--- config.mk ---
export PLATFORM = sky130hd
export DESIGN_NAME = mcs_regs
export DESIGN_NICKNAME = d
export VERILOG_FILES = /design/src/mcs_pkg.sv /design/src/mcs_limit_cmp.sv /design/src/mcs_regs.sv
export SDC_FILE = /design/constraint.sdc
export NUM_CORES = 1
export LEC_CHECK = 0
export BUFFER_PORTS_ARGS = -buffer_cell sky130_fd_sc_hd__buf_2
export CORE_ASPECT_RATIO = 0.7
export CORE_MARGIN = 2
export CORE_UTILIZATION = 50
export DETAILED_ROUTE_END_ITERATION = 16
export PLACE_DENSITY = 0.95
export SKIP_CTS_REPAIR_TIMING = 1
export SLEW_MARGIN = 10
export SYNTH_ARGS = -nofsm -noshare
export SYNTH_HDL_FRONTEND = slang
export SYNTH_SLANG_ARGS = --single-unit
--- constraint.sdc ---
create_clock -name clk_sys_i -period 4.5 [get_ports clk_sys_i]
set_input_delay 1.35 -clock clk_sys_i [delete_from_list [all_inputs] [get_ports clk_sys_i]]
set_output_delay 1.35 -clock clk_sys_i [all_outputs]
set_load 0.03 [all_outputs]
--- src/mcs_pkg.sv ---
// constants for the monitor configuration and first limit status registers
// assumes a 40 MHz system clock and the plain strobe register port of mcs_regs
package mcs_pkg;
	localparam logic [7:0] ADDR_CONFIG = 8'h40;
	localparam logic [7:0] ADDR_STATUS1 = 8'h41;
	localparam logic [7:0] CONFIG_RESET = 8'h00;
	localparam logic [7:0] STATUS1_RESET = 8'h00;
	localparam logic [7:0] RDATA_UNMAPPED = 8'h00;
	// configuration field positions
	localparam int CFG_GO = 0;
	localparam int CFG_LOCK = 1;
	localparam int CFG_READY = 2;
	localparam int CFG_FULL = 3;
	localparam int CFG_POWER = 4;
	localparam int CFG_SPINUP = 5;
	localparam int CFG_TIMEOUT = 6;
	localparam int CFG_SUPPLY5 = 7;
	// status field positions: voltages 0..3, temperatures 4..6, summary 7
	localparam int NUM_CHAN = 7;
	localparam int NUM_VOLT = 4;
	localparam int ST_SUMMARY = 7;
	// power-up default limits, used while monitoring is not started
	localparam logic [7:0] VOLT_LOW_DEFAULT = 8'h00;
	localparam logic [7:0] VOLT_HIGH_DEFAULT = 8'hFF;
	localparam logic [7:0] TEMP_LOW_DEFAULT = 8'h81;
	localparam logic [7:0] TEMP_HIGH_DEFAULT = 8'h7F;
	// settling time of the analog front end before ready is reported
	localparam int CLK_PERIOD_NS = 25;
	localparam int POWERUP_NS = 1000;
	localparam int POWERUP_CYC = (POWERUP_NS + CLK_PERIOD_NS - 1) / CLK_PERIOD_NS;
	localparam logic [5:0] PUP_CNT_RESET = 6'h00;
endpackage

--- src/mcs_limit_cmp.sv ---
// window comparator for one monitored reading against its low and high limit
// assumes reading and limits share one clock domain; purely combinational
`timescale 1ns/1ps
module mcs_limit_cmp #(
	parameter bit IS_SIGNED = 1'b0
) (
	input wire logic [7:0] reading_i,
	input wire logic [7:0] low_i,
	input wire logic [7:0] high_i,
	output logic viol_o
);
	always_comb begin
		// above high is a violation, low side counts equality too
		if (IS_SIGNED) begin
			viol_o = ($signed(reading_i) > $signed(high_i)) || ($signed(reading_i) <= $signed(low_i));
		end else begin
			viol_o = (reading_i > high_i) || (reading_i <= low_i);
		end
	end
endmodule

--- src/mcs_regs.sv ---
// Function
// - go bit uses programmed limits, drives control
// - go clear selects defaults, keeps programmed limits
// - go bit frozen once lock written
// - lock bit settable once, freezes lockable bits
// - lock holds until power cycle
// - ready bit set after power-up completes
// - full-speed bit, default zero, never locked
// - processor power flag, lockable read/write
// - spin-up bit holds outputs high whole timeout
// - lockable bit disables bus timeout
// - lockable bit selects 5 V or 3.3 V scaling
// - status bits 0-3 flag voltage limit violations
// - status bits 4-6 flag temperature violations
// - status read clears only subsided violations
// - status bit 7 ORs second status register
// - both registers reset to zero
// - violation is above high or at/below low
// - lock leaves voltage limits writable
//
// configuration and first limit status registers of the hardware monitor
// assumes readings, limits and second status come from logic on clk_sys_i
//
// The plain strobed port was decided locally.
`timescale 1ns/1ps
module mcs_regs (
	input wire logic clk_sys_i,
	input wire logic rst_n_i,
	input wire logic [7:0] addr_i,
	input wire logic [7:0] wdata_i,
	input wire logic wr_i,
	input wire logic rd_i,
	output logic [7:0] rdata_o,
	input wire logic [mcs_pkg::NUM_CHAN-1:0][7:0] reading_i,
	input wire logic [mcs_pkg::NUM_CHAN-1:0][7:0] limit_low_i,
	input wire logic [mcs_pkg::NUM_CHAN-1:0][7:0] limit_high_i,
	input wire logic [7:0] status2_i,
	output logic monitor_go_o,
	output logic fans_full_force_o,
	output logic core_power_report_o,
	output logic spinup_pulse_disable_o,
	output logic bus_timeout_disable_o,
	output logic supply_5v_scale_o,
	output logic temp_limit_lock_o,
	output logic monitor_ready_o,
	output logic [mcs_pkg::NUM_CHAN-1:0] limit_flag_o,
	output logic status2_summary_o
);
	localparam int NUM_CH = mcs_pkg::NUM_CHAN;

	typedef struct packed {
		logic [7:0] cfg;
		logic [NUM_CH-1:0] lim;
		logic summary;
		logic [7:0] rdata;
		logic [5:0] pup_cnt;
	} mcs_state_t;

	mcs_state_t st;
	mcs_state_t next_st;
	logic [NUM_CH-1:0] viol;
	logic [NUM_CH-1:0][7:0] eff_low;
	logic [NUM_CH-1:0][7:0] eff_high;

	function automatic logic hit(input logic [7:0] a, input logic [7:0] ref_addr);
		hit = (a == ref_addr);
	endfunction

	// limits in force: programmed ones only while started
	genvar gi;
	generate
		for (gi = 0; gi < NUM_CH; gi++) begin : g_chan
			localparam bit IS_TEMP = (gi >= mcs_pkg::NUM_VOLT);
			always_comb begin
				if (st.cfg[mcs_pkg::CFG_GO]) begin
					eff_low[gi] = limit_low_i[gi];
					eff_high[gi] = limit_high_i[gi];
				end else if (IS_TEMP) begin
					// programmed values stay in their registers outside
					eff_low[gi] = mcs_pkg::TEMP_LOW_DEFAULT;
					eff_high[gi] = mcs_pkg::TEMP_HIGH_DEFAULT;
				end else begin
					eff_low[gi] = mcs_pkg::VOLT_LOW_DEFAULT;
					eff_high[gi] = mcs_pkg::VOLT_HIGH_DEFAULT;
				end
			end
			mcs_limit_cmp #(
				.IS_SIGNED(IS_TEMP)
			) u_cmp (
				.reading_i(reading_i[gi]),
				.low_i(eff_low[gi]),
				.high_i(eff_high[gi]),
				.viol_o(viol[gi])
			);
		end
	endgenerate

	always_comb begin
		logic locked;
		logic cfg_wr;
		logic st_rd;
		locked = st.cfg[mcs_pkg::CFG_LOCK];
		cfg_wr = wr_i && hit(addr_i, mcs_pkg::ADDR_CONFIG);
		st_rd = rd_i && hit(addr_i, mcs_pkg::ADDR_STATUS1);
		next_st = st;

		// power-up sequencing; ready is hardware owned
		if (!st.cfg[mcs_pkg::CFG_READY]) begin
			if (st.pup_cnt == 6'(mcs_pkg::POWERUP_CYC - 1)) begin
				next_st.cfg[mcs_pkg::CFG_READY] = 1'b1;
			end else begin
				next_st.pup_cnt = st.pup_cnt + 6'h01;
			end
		end

		if (cfg_wr) begin
			// never locked: full speed and spin-up mode
			next_st.cfg[mcs_pkg::CFG_FULL] = wdata_i[mcs_pkg::CFG_FULL];
			next_st.cfg[mcs_pkg::CFG_SPINUP] = wdata_i[mcs_pkg::CFG_SPINUP];
			if (!locked) begin
				next_st.cfg[mcs_pkg::CFG_GO] = wdata_i[mcs_pkg::CFG_GO];
				next_st.cfg[mcs_pkg::CFG_POWER] = wdata_i[mcs_pkg::CFG_POWER];
				next_st.cfg[mcs_pkg::CFG_TIMEOUT] = wdata_i[mcs_pkg::CFG_TIMEOUT];
				next_st.cfg[mcs_pkg::CFG_SUPPLY5] = wdata_i[mcs_pkg::CFG_SUPPLY5];
				// a zero leaves lock open, a one closes it for good
				next_st.cfg[mcs_pkg::CFG_LOCK] = wdata_i[mcs_pkg::CFG_LOCK];
			end
			// ready bit is not taken from the write
			next_st.cfg[mcs_pkg::CFG_READY] = next_st.cfg[mcs_pkg::CFG_READY];
		end
		// status register 1 has no write path at all

		// a fresh violation in the reading cycle keeps its bit
		next_st.lim = (st.lim & ~(st_rd ? ~viol : '0)) | viol;
		next_st.summary = |status2_i;

		if (rd_i) begin
			if (hit(addr_i, mcs_pkg::ADDR_CONFIG)) begin
				next_st.rdata = st.cfg;
			end else if (st_rd) begin
				next_st.rdata = {st.summary, st.lim};
			end else begin
				next_st.rdata = mcs_pkg::RDATA_UNMAPPED;
			end
		end else begin
			next_st.rdata = mcs_pkg::RDATA_UNMAPPED;
		end
	end

	always_ff @(posedge clk_sys_i or negedge rst_n_i) begin
		if (!rst_n_i) begin
			st.cfg <= mcs_pkg::CONFIG_RESET;
			st.lim <= mcs_pkg::STATUS1_RESET[NUM_CH-1:0];
			st.summary <= mcs_pkg::STATUS1_RESET[mcs_pkg::ST_SUMMARY];
			st.rdata <= mcs_pkg::RDATA_UNMAPPED;
			st.pup_cnt <= mcs_pkg::PUP_CNT_RESET;
		end else begin
			st <= next_st;
		end
	end

	assign rdata_o = st.rdata;
	assign monitor_go_o = st.cfg[mcs_pkg::CFG_GO];
	assign fans_full_force_o = st.cfg[mcs_pkg::CFG_FULL];
	assign core_power_report_o = st.cfg[mcs_pkg::CFG_POWER];
	assign spinup_pulse_disable_o = st.cfg[mcs_pkg::CFG_SPINUP];
	assign bus_timeout_disable_o = st.cfg[mcs_pkg::CFG_TIMEOUT];
	assign supply_5v_scale_o = st.cfg[mcs_pkg::CFG_SUPPLY5];
	// lock reaches temperature limit registers only, voltage limits stay open
	assign temp_limit_lock_o = st.cfg[mcs_pkg::CFG_LOCK];
	assign monitor_ready_o = st.cfg[mcs_pkg::CFG_READY];
	assign limit_flag_o = st.lim;
	assign status2_summary_o = st.summary;
endmodule

# ---- Word level (Yosys, flattened, before mapping)
# Index checks and enable logic that the tools add are counted.
dict set report totals {
  mem_bits_ro 0
  latchBits 0
  wordCells 65
  ram_bits 0
  inputBits 196
  n_memories 0
  regBits 30
}
dict set report op_classes {
  muxes 21
  n_mul 0
  n_bitwise 7
  n_lt_le_gt_ge 14
  shift 0
  div 0
  eq_ne 3
  n_reduce_logical 12
  addsub 1
}
# operator n
set ops {}
lappend ops {{8-bit 2-to-1 mux} 17}
lappend ops {{8-bit > comparator} 7}
lappend ops {{8-bit <= comparator} 7}
lappend ops {{8-bit by 7-bit == test with 1-bit output (second input constant)} 2}
lappend ops {{7-bit NOT} 2}
lappend ops {{8-bit OR reduction} 1}
lappend ops {{7-bit bitwise AND} 1}
lappend ops {{1-bit logical OR} 7}
lappend ops {{7-bit 2-to-1 mux} 1}
lappend ops {{7-bit OR} 1}
lappend ops {{6-bit by 1-bit adder with 6-bit output (second input constant)} 1}
lappend ops {{6-bit == test (second input constant)} 1}
lappend ops {{2-bit AND reduction} 2}
lappend ops {{1-bit NOT} 3}
lappend ops {{1-bit logical AND} 2}
lappend ops {{1-bit 2-to-1 mux} 2}
lappend ops {{2-bit 2-to-1 mux} 1}

# ---- Depth between registers and ports, before layout
# Gate-level depths: netlist of the first run.
dict set report logic_depth {
  ltp_word 8
  depth_mapped 9
  depth_no_buf 7
}

# ---- By module
# Synthesis of the first run repeated with hierarchy kept, for this count alone.
dict set report unflattened {
  hier_cells 619
  area_unflattened_um2 4946.0
}
# module cells_per_inst area_per_inst_um2 instances
set by_module_without_submodules {}
lappend by_module_without_submodules {mcs_regs 223 2054.5 1}
lappend by_module_without_submodules {{mcs_limit_cmp at g_chan[0].u_cmp ...} 54 406.6 4}
lappend by_module_without_submodules {{mcs_limit_cmp at g_chan[4].u_cmp ...} 60 421.7 3}

# ---- Least setup slack after synthesis of the first run
# No wires, ideal clock.
dict set report synth_path {
  path_type {in2reg}
  start {in limit_high_i[33] (netlist bit)}
  end {reg st (netlist bit limit_flag_o[4])}
  cell_stages 7
  setup_time_ns 0.143
  path_slack_ns 1.835
  t_arrival_ns 2.522
  cell_sequence {nor2b_1 ha_1 nor2b_1 o211ai_1 a21oi_1 a2111oi_0 o221ai_1}
}
# element line
set synth_lines {}
lappend synth_lines {{from (decl)} mcs_regs.sv:36} ;# input wire logic [mcs_pkg::NUM_CHAN-1:0][7:0] limit_high_i,
lappend synth_lines {{to (signal assigned)} mcs_regs.sv:158} ;# st <= next_st;
lappend synth_lines {{to (decl)} mcs_regs.sv:59} ;# mcs_state_t st;

# ---- Worst setup path in the final report of the first run
dict set report layout_path {
  start {reg st (netlist bit monitor_go_o)}
  end {out monitor_go_o}
}
# element line
set layout_lines {}
lappend layout_lines {{to (decl)} mcs_regs.sv:38} ;# output logic monitor_go_o,
# No word-level cell between the ends.

==> results of run 1 <==
worst max-delay path by stage:
stage / endpoint / slack (ns)
after global placement: limit_flag_o[5] / 1.53
after CTS: monitor_go_o / 1.48
final: monitor_go_o / 1.51
after floorplan: limit_flag_o[4] / 1.83
after detailed placement: limit_flag_o[6] / 1.41
after global routing: monitor_go_o / 1.41
layer usage:
layer	wire length (um)	vias up
met5	13	-
met4	339	2
met3	1060	40
met2	6520	201
met1	5220	2120
li1	-	2246
cells in the mapped netlist (2+ instances only):
cell type,instances,area [um^2]
inv_1,13,48.8
nor4_1,3,18.8
o22ai_1,4,25.0
a2111oi_0,2,17.5
a21o_1,10,75.1
nand2_1,63,236
nand3_1,7,35.0
dfrtp_1,30,751
mux2i_1,8,80.1
nor4b_4,2,47.6
xnor2_1,4,35.0
and3_1,2,12.5
a21oi_1,42,210
a211oi_1,2,15.0
mux2_2,7,78.8
nand2b_1,11,68.8
buf_4,16,120
nor2_1,19,71.3
and2_1,4,25.0
o211ai_1,13,97.6
ha_1,113,1410
a211o_1,2,17.5
o221ai_1,3,26.3
a221oi_1,2,17.5
a22o_1,2,17.5
nor2b_1,59,369
o21ai_0,12,60.1
nand4_1,29,181
clkbuf_1,12,45.0
power breakdown:
group	internal, mW	switching [mW]	leakage, nW
logic	0.146	0.148	2.40
clock network	0.219	0.120	0.0729
registers	0.273	0.00980	0.348
logic make-up (layout without fill, tap and decap cells):
| logic type | Yosys count | in the layout | synth area share |
|---|---|---|---|
| AO/OA/AOI/OAI | 99 | 99 | 0.145 |
| flip-flops | 30 | 30 | 0.174 |
| XOR/XNOR | 5 | 5 | 0.0102 |
| buffers and inverters | 41 | 240 | 0.0496 |
| adder cells (fa/ha/maj) | 113 | 113 | 0.328 |
| multiplexers | 15 | 15 | 0.0368 |
| AND/OR/NAND/NOR | 204 | 204 | 0.256 |
registers in the layout, summed over array words and instances, names as in the netlist:
| register | flops |
|---|---|
| rdata_o | 8 |
| monitor_go_o | 1 |
| bus_timeout_disable_o | 1 |
| core_power_report_o | 1 |
| fans_full_force_o | 1 |
| spinup_pulse_disable_o | 1 |
| supply_5v_scale_o | 1 |
| monitor_ready_o | 1 |
| status2_summary_o | 1 |
| temp_limit_lock_o | 1 |
| st | 6 |
| limit_flag_o | 7 |
per-stage QoR:
step | setup WS [ns] | area [um^2]
after CTS | 1.48 | 5530
after detailed placement | 1.41 | 5380
final | 1.51 | 5530
after floorplan | 1.83 | 4310
after global routing | 1.41 | 5530
after global placement | 1.53 | 5380
final cells by class:
class                   instances  area share
multi-input cells             436       0.606
inverters                      13     0.00882
flip-flops and latches         30       0.136
well taps                     105      0.0238
clock inverters                 2     0.00226
repair buffers                219       0.199
clock buffers                   6      0.0251
==> impl_metrics.env, run 1 <==
export IMPL_finalNonFillerCells=811
export IMPL_regToRegSetupSlack_ns=1.65
export IMPL_mostFrequentLayoutCells="218 x buf_2, 113 x ha_1, 63 x nand2_1, 59 x nor2b_1, 42 x a21oi_1"
export IMPL_syn_nets=816
export IMPL_start_kind="register"
export IMPL_gr_usage_met2=0.508
export IMPL_hold_path_end="st[5]"
export IMPL_nets=1014
export IMPL_h_tree_depth=2
export IMPL_grt_busiest_layer="met2"
export IMPL_critPathBufInv=1
export IMPL_worst_pin_slew_ns=1.01
export IMPL_layout_commonest_cell="buf_2"
export IMPL_seq_area_frac_synth=0.174
export IMPL_grt_setup_unrepaired="false"
export IMPL_synth_enable_flop_cells=0
export IMPL_vias=4609
export IMPL_syn_cell_area_mm2=0.00431
export IMPL_fin_tns_setup_ns=0
export IMPL_ant_nets=0
export IMPL_r2r_cells=7
export IMPL_drt_wl_total_mm=13.1
export IMPL_core_area_mm2=0.00841
export IMPL_numCtsBuffers=5
export IMPL_r2r_end="limit_flag_o[3]"
export IMPL_final_setup_viol_count=0
export IMPL_r2r_start="monitor_go_o"
export IMPL_synth_distinct_cells=40
export IMPL_grt_pass1_wl_mm=20.3
export IMPL_holdPathStages=1
export IMPL_dieHeight_um=81.7
export IMPL_antenna_diode_count=0
export IMPL_io_buffers=218
export IMPL_grt_antenna_before_repair=1
export IMPL_synthArstFlopShare=1.00
export IMPL_cpLargestDelayFamily="flip-flops"
export IMPL_path_cells="buf_2"
export IMPL_clock_sinks=30
export IMPL_initial_core_util=0.513
export IMPL_finalPower_mw=0.916
export IMPL_fin_skew_ns=0.00342
export IMPL_ys_ff_latch=30
export IMPL_clock_fmax_mhz=334
export IMPL_use_met1=0.292
export IMPL_die_area_mm2=0.00940
export IMPL_finalHoldViolCount=0
export IMPL_cpPeakStageDelay_ns=1.02
export IMPL_timing_slew_headroom=0.325
export IMPL_cts_root_buf="clkbuf_16"
export IMPL_hold_class="register to register"
export IMPL_crit_slowest_cell="dfrtp_2"
export IMPL_cts_tree="done"
export IMPL_cp_max_fo=68
export IMPL_rows=28
export IMPL_path_class="register to output port"
export IMPL_arrival_ns=1.64
export IMPL_drt_iter0_markers=219
export IMPL_drt_pass1_iterations=4
export IMPL_place_congestion=0.938
export IMPL_post_route_min_period_ns=2.99
export IMPL_whs_ns=0.494
export IMPL_crit_start="monitor_go_o"
export IMPL_clk_path_buf_depth=2
export IMPL_syn_area_per_cell_um2=8.51
export IMPL_syn_to_final_growth_pct=28.2
export IMPL_cap_violations=0
export IMPL_dpl_hpwl_mm=11.1
export IMPL_synth_ff_type="dfrtp_1"
export IMPL_synthCells=507
export IMPL_worstHoldStart="st[5]"
export IMPL_critPathCaptureType="output port"
export IMPL_fill_cells=718
export IMPL_cellLeakagePower_nw=2.83
export IMPL_grt_ovfl_total=0
export IMPL_grt_pass1_vias=4655
export IMPL_grt_usage=0.267
export IMPL_finalMaxSlewViolations=0
export IMPL_drc=0
export IMPL_yosysWarnings=0
export IMPL_min_period_over_period=0.665
export IMPL_ir_worst_vdd_v=0.000122
export IMPL_dp_cells=803
export IMPL_clock_latency_ns=0.27
export IMPL_worstSetupPathDepth=1
export IMPL_drive_gt1_frac=0.339
export IMPL_met3_usage=0.0627
export IMPL_vias_per_cell=5.68
export IMPL_multi_input_area_mm2=0.00335
export IMPL_wl_per_cell_um=16.2
export IMPL_ioPinCount=220
export IMPL_p_per_area_mw_per_mm2=166
export IMPL_ff_latch_area_um2=752
export IMPL_clk_pin_slew_ns=0.05
export IMPL_cp_required_ns=3.15
export IMPL_fin_util=0.658
export IMPL_chipWidth_um=115
export IMPL_status="finished, final reports clean"
export IMPL_grt_max_degree=69
Power figures use the tool's default switching activity.
==> run 2: changes to the inputs <==
--- a/config.mk
+++ b/config.mk
@@ -8,9 +8,9 @@
 export BUFFER_PORTS_ARGS = -buffer_cell sky130_fd_sc_hd__buf_2
 export CORE_ASPECT_RATIO = 0.7
 export CORE_MARGIN = 2
-export CORE_UTILIZATION = 50
+export CORE_UTILIZATION = 47
 export DETAILED_ROUTE_END_ITERATION = 16
-export PLACE_DENSITY = 0.95
+export PLACE_DENSITY = 0.91
 export SKIP_CTS_REPAIR_TIMING = 1
 export SLEW_MARGIN = 10
 export SYNTH_ARGS = -nofsm -noshare
==> constraint.sdc (replaced) <==
create_clock -name clk_sys_i -period 2.92 [get_ports clk_sys_i]
set_input_delay 0.876 -clock clk_sys_i [delete_from_list [all_inputs] [get_ports clk_sys_i]]
set_output_delay 0.876 -clock clk_sys_i [all_outputs]
set_load 0.03 [all_outputs]
==> run 2 against run 1 <==
  * Combinational power rose by 52%
  * Sequential power is 53% higher
  * First-iteration DRC count down 29%
  * Global-route usage fell by 2.8 points
  * Routed wire length decreased by 9.7%
  * Hold slack worse by 0.0054 ns
  * Total power grew 62%
  * Critical path depth grew 6
  * Sequential share of layout area decreased by 0.18 points
  * Die area grew 6.1%
  * Clock power up 77%
==> impl_metrics.env, run 2 (same netlist as run 1, synthesis figures left out) <==
export IMPL_status="finished, final reports clean"
export IMPL_finalHoldViolCount=0
export IMPL_finalNonFillerCells=834
export IMPL_pwr_share_clk=0.406
export IMPL_ff_latch_area_um2=752
export IMPL_initial_core_util=0.479
export IMPL_ioPinCount=220
export IMPL_cpPeakStageDelay_ns=0.73
export IMPL_clk_path_buf_depth=2
export IMPL_dp_cells=826
export IMPL_crit_slowest_cell="dfrtp_2"
export IMPL_drt_pass1_iterations=5
export IMPL_grt_max_degree=38
export IMPL_dpl_cell_area_mm2=0.00543
export IMPL_finalMaxSlewViolations=0
export IMPL_timing_slew_headroom=0.516
export IMPL_clock_fmax_mhz=428
export IMPL_cts_tree="done"
export IMPL_ant_nets=0
export IMPL_syn_to_final_growth_pct=30.0
export IMPL_hold_class="register to register"
export IMPL_die_area_mm2=0.00997
export IMPL_clock_sinks=30
export IMPL_post_route_min_period_ns=2.34
export IMPL_multi_input_area_mm2=0.00335
export IMPL_whs_ns=0.489
export IMPL_worst_pin_slew_ns=0.726
export IMPL_cp_max_fo=37
export IMPL_pre_cts_slack_ns=0.393
export IMPL_cap_violations=0
export IMPL_cpLargestDelayFamily="flip-flops"
export IMPL_clk_pin_slew_ns=0.05
export IMPL_fin_ws_ns=0.584
export IMPL_largest_register_ffs=8
export IMPL_antenna_diode_count=0
export IMPL_final_setup_viol_count=0
export IMPL_clock_latency_ns=0.27
export IMPL_cp_required_ns=3.06
export IMPL_cellLeakagePower_nw=2.86
export IMPL_path_class="register to register"
export IMPL_path_cells="buf_4 -> nor2b_1 -> ha_1 -> and3_1 -> a22o_1 -> o22ai_1 -> nand4_1"
export IMPL_fin_util=0.623
export IMPL_min_period_over_period=0.800
export IMPL_design_area_mm2=0.00561
export IMPL_place_congestion=0.912
export IMPL_drt_iter0_markers=155
export IMPL_seqPwrFrac=0.292
export IMPL_nets=1018
export IMPL_cts_root_buf="clkbuf_16"
export IMPL_ir_worst_vdd_v=0.000204
export IMPL_grt_usage=0.239
export IMPL_finalPower_mw=1.48
export IMPL_drt_wl_total_mm=11.9
export IMPL_layout_commonest_cell="buf_2"
export IMPL_grt_setup_unrepaired="false"
export IMPL_io_buffers=218
export IMPL_grt_pass1_wl_mm=19.7
export IMPL_start_kind="register"
export IMPL_drc=0
export IMPL_p_sw_mw=0.408
export IMPL_switching_share=0.276
export IMPL_grt_ovfl_total=0
export IMPL_numCtsBuffers=5
export IMPL_dieHeight_um=84.2
export IMPL_wl_per_cell_um=14.2
export IMPL_grt_antenna_before_repair=0
export IMPL_critPathBufInv=1
export IMPL_critPathCaptureType="register"
export IMPL_p_per_area_mw_per_mm2=264
export IMPL_grt_pass1_vias=4485
export IMPL_mostFrequentLayoutCells="218 x buf_2, 113 x ha_1, 63 x nand2_1, 59 x nor2b_1, 42 x a21oi_1"
export IMPL_dpl_hpwl_mm=10.3
export IMPL_rows=29
export IMPL_vias_per_cell=5.30
export IMPL_arrival_ns=2.48
export IMPL_h_tree_depth=2
export IMPL_vias=4422
export IMPL_fill_cells=819
export IMPL_fin_skew_ns=0.00412
export IMPL_combPwrFrac=0.302
export IMPL_core_area_mm2=0.00900
export IMPL_chipWidth_um=119
export IMPL_fin_tns_setup_ns=0
export IMPL_drive_gt1_frac=0.341
export IMPL_internal_power_mw=1.07
==> run 2: cell count changes in the layout (fill, tap and decap cells not counted), sizes merged <==
cell      before  now
buf          219  223
bufinv         0    1
clkbuf         6    7
clkinv         1    0
clkinvlp       1    0
==> run 2: final cells by class <==
type | instances | share of cell area
clock buffer | 7 | 0.0254
inverter | 13 | 0.00870
clock inverter | 1 | 0.00536
sequential | 30 | 0.134
multi-input combinational | 436 | 0.597
tap | 124 | 0.0277
timing repair buffer | 223 | 0.201
==> run 2: power groups by stage <==
stage | Sequential, mW | Clock, mW | Combinational (mW)
floorplan | 0.442 | 0 | 0.223
global placement | 0.439 | 0 | 0.429
detailed placement | 0.439 | 0 | 0.445
CTS | 0.432 | 0.616 | 0.448
global route | 0.433 | 0.637 | 0.513
finish | 0.432 | 0.600 | 0.447
==> run 2: worst paths after layout <==
path / startpoint / cells after the start / to / slack (ns)
worst min-delay path: st[5] / 1 / st[5] / 0.49
worst min register to register: st[5] / 1 / st[5] / 0.49
worst max-delay path: monitor_go_o / 7 / limit_flag_o[2] / 0.58
min in group asynchronous: rst_n_i / 1 / limit_flag_o[4] / 0.67
worst max register to register: monitor_go_o / 7 / limit_flag_o[2] / 0.58
max in group asynchronous: rst_n_i / 1 / monitor_go_o / 1.74
==> run 2: routing by layer <==
metal,track usage,vias to the layer above,part of all wire
li1,-,2258,-
met1,0.296,1973,0.45
met2,0.434,171,0.47
met3,0.0442,20,0.062
met4,0.0541,0,0.014
met5,0,-,0
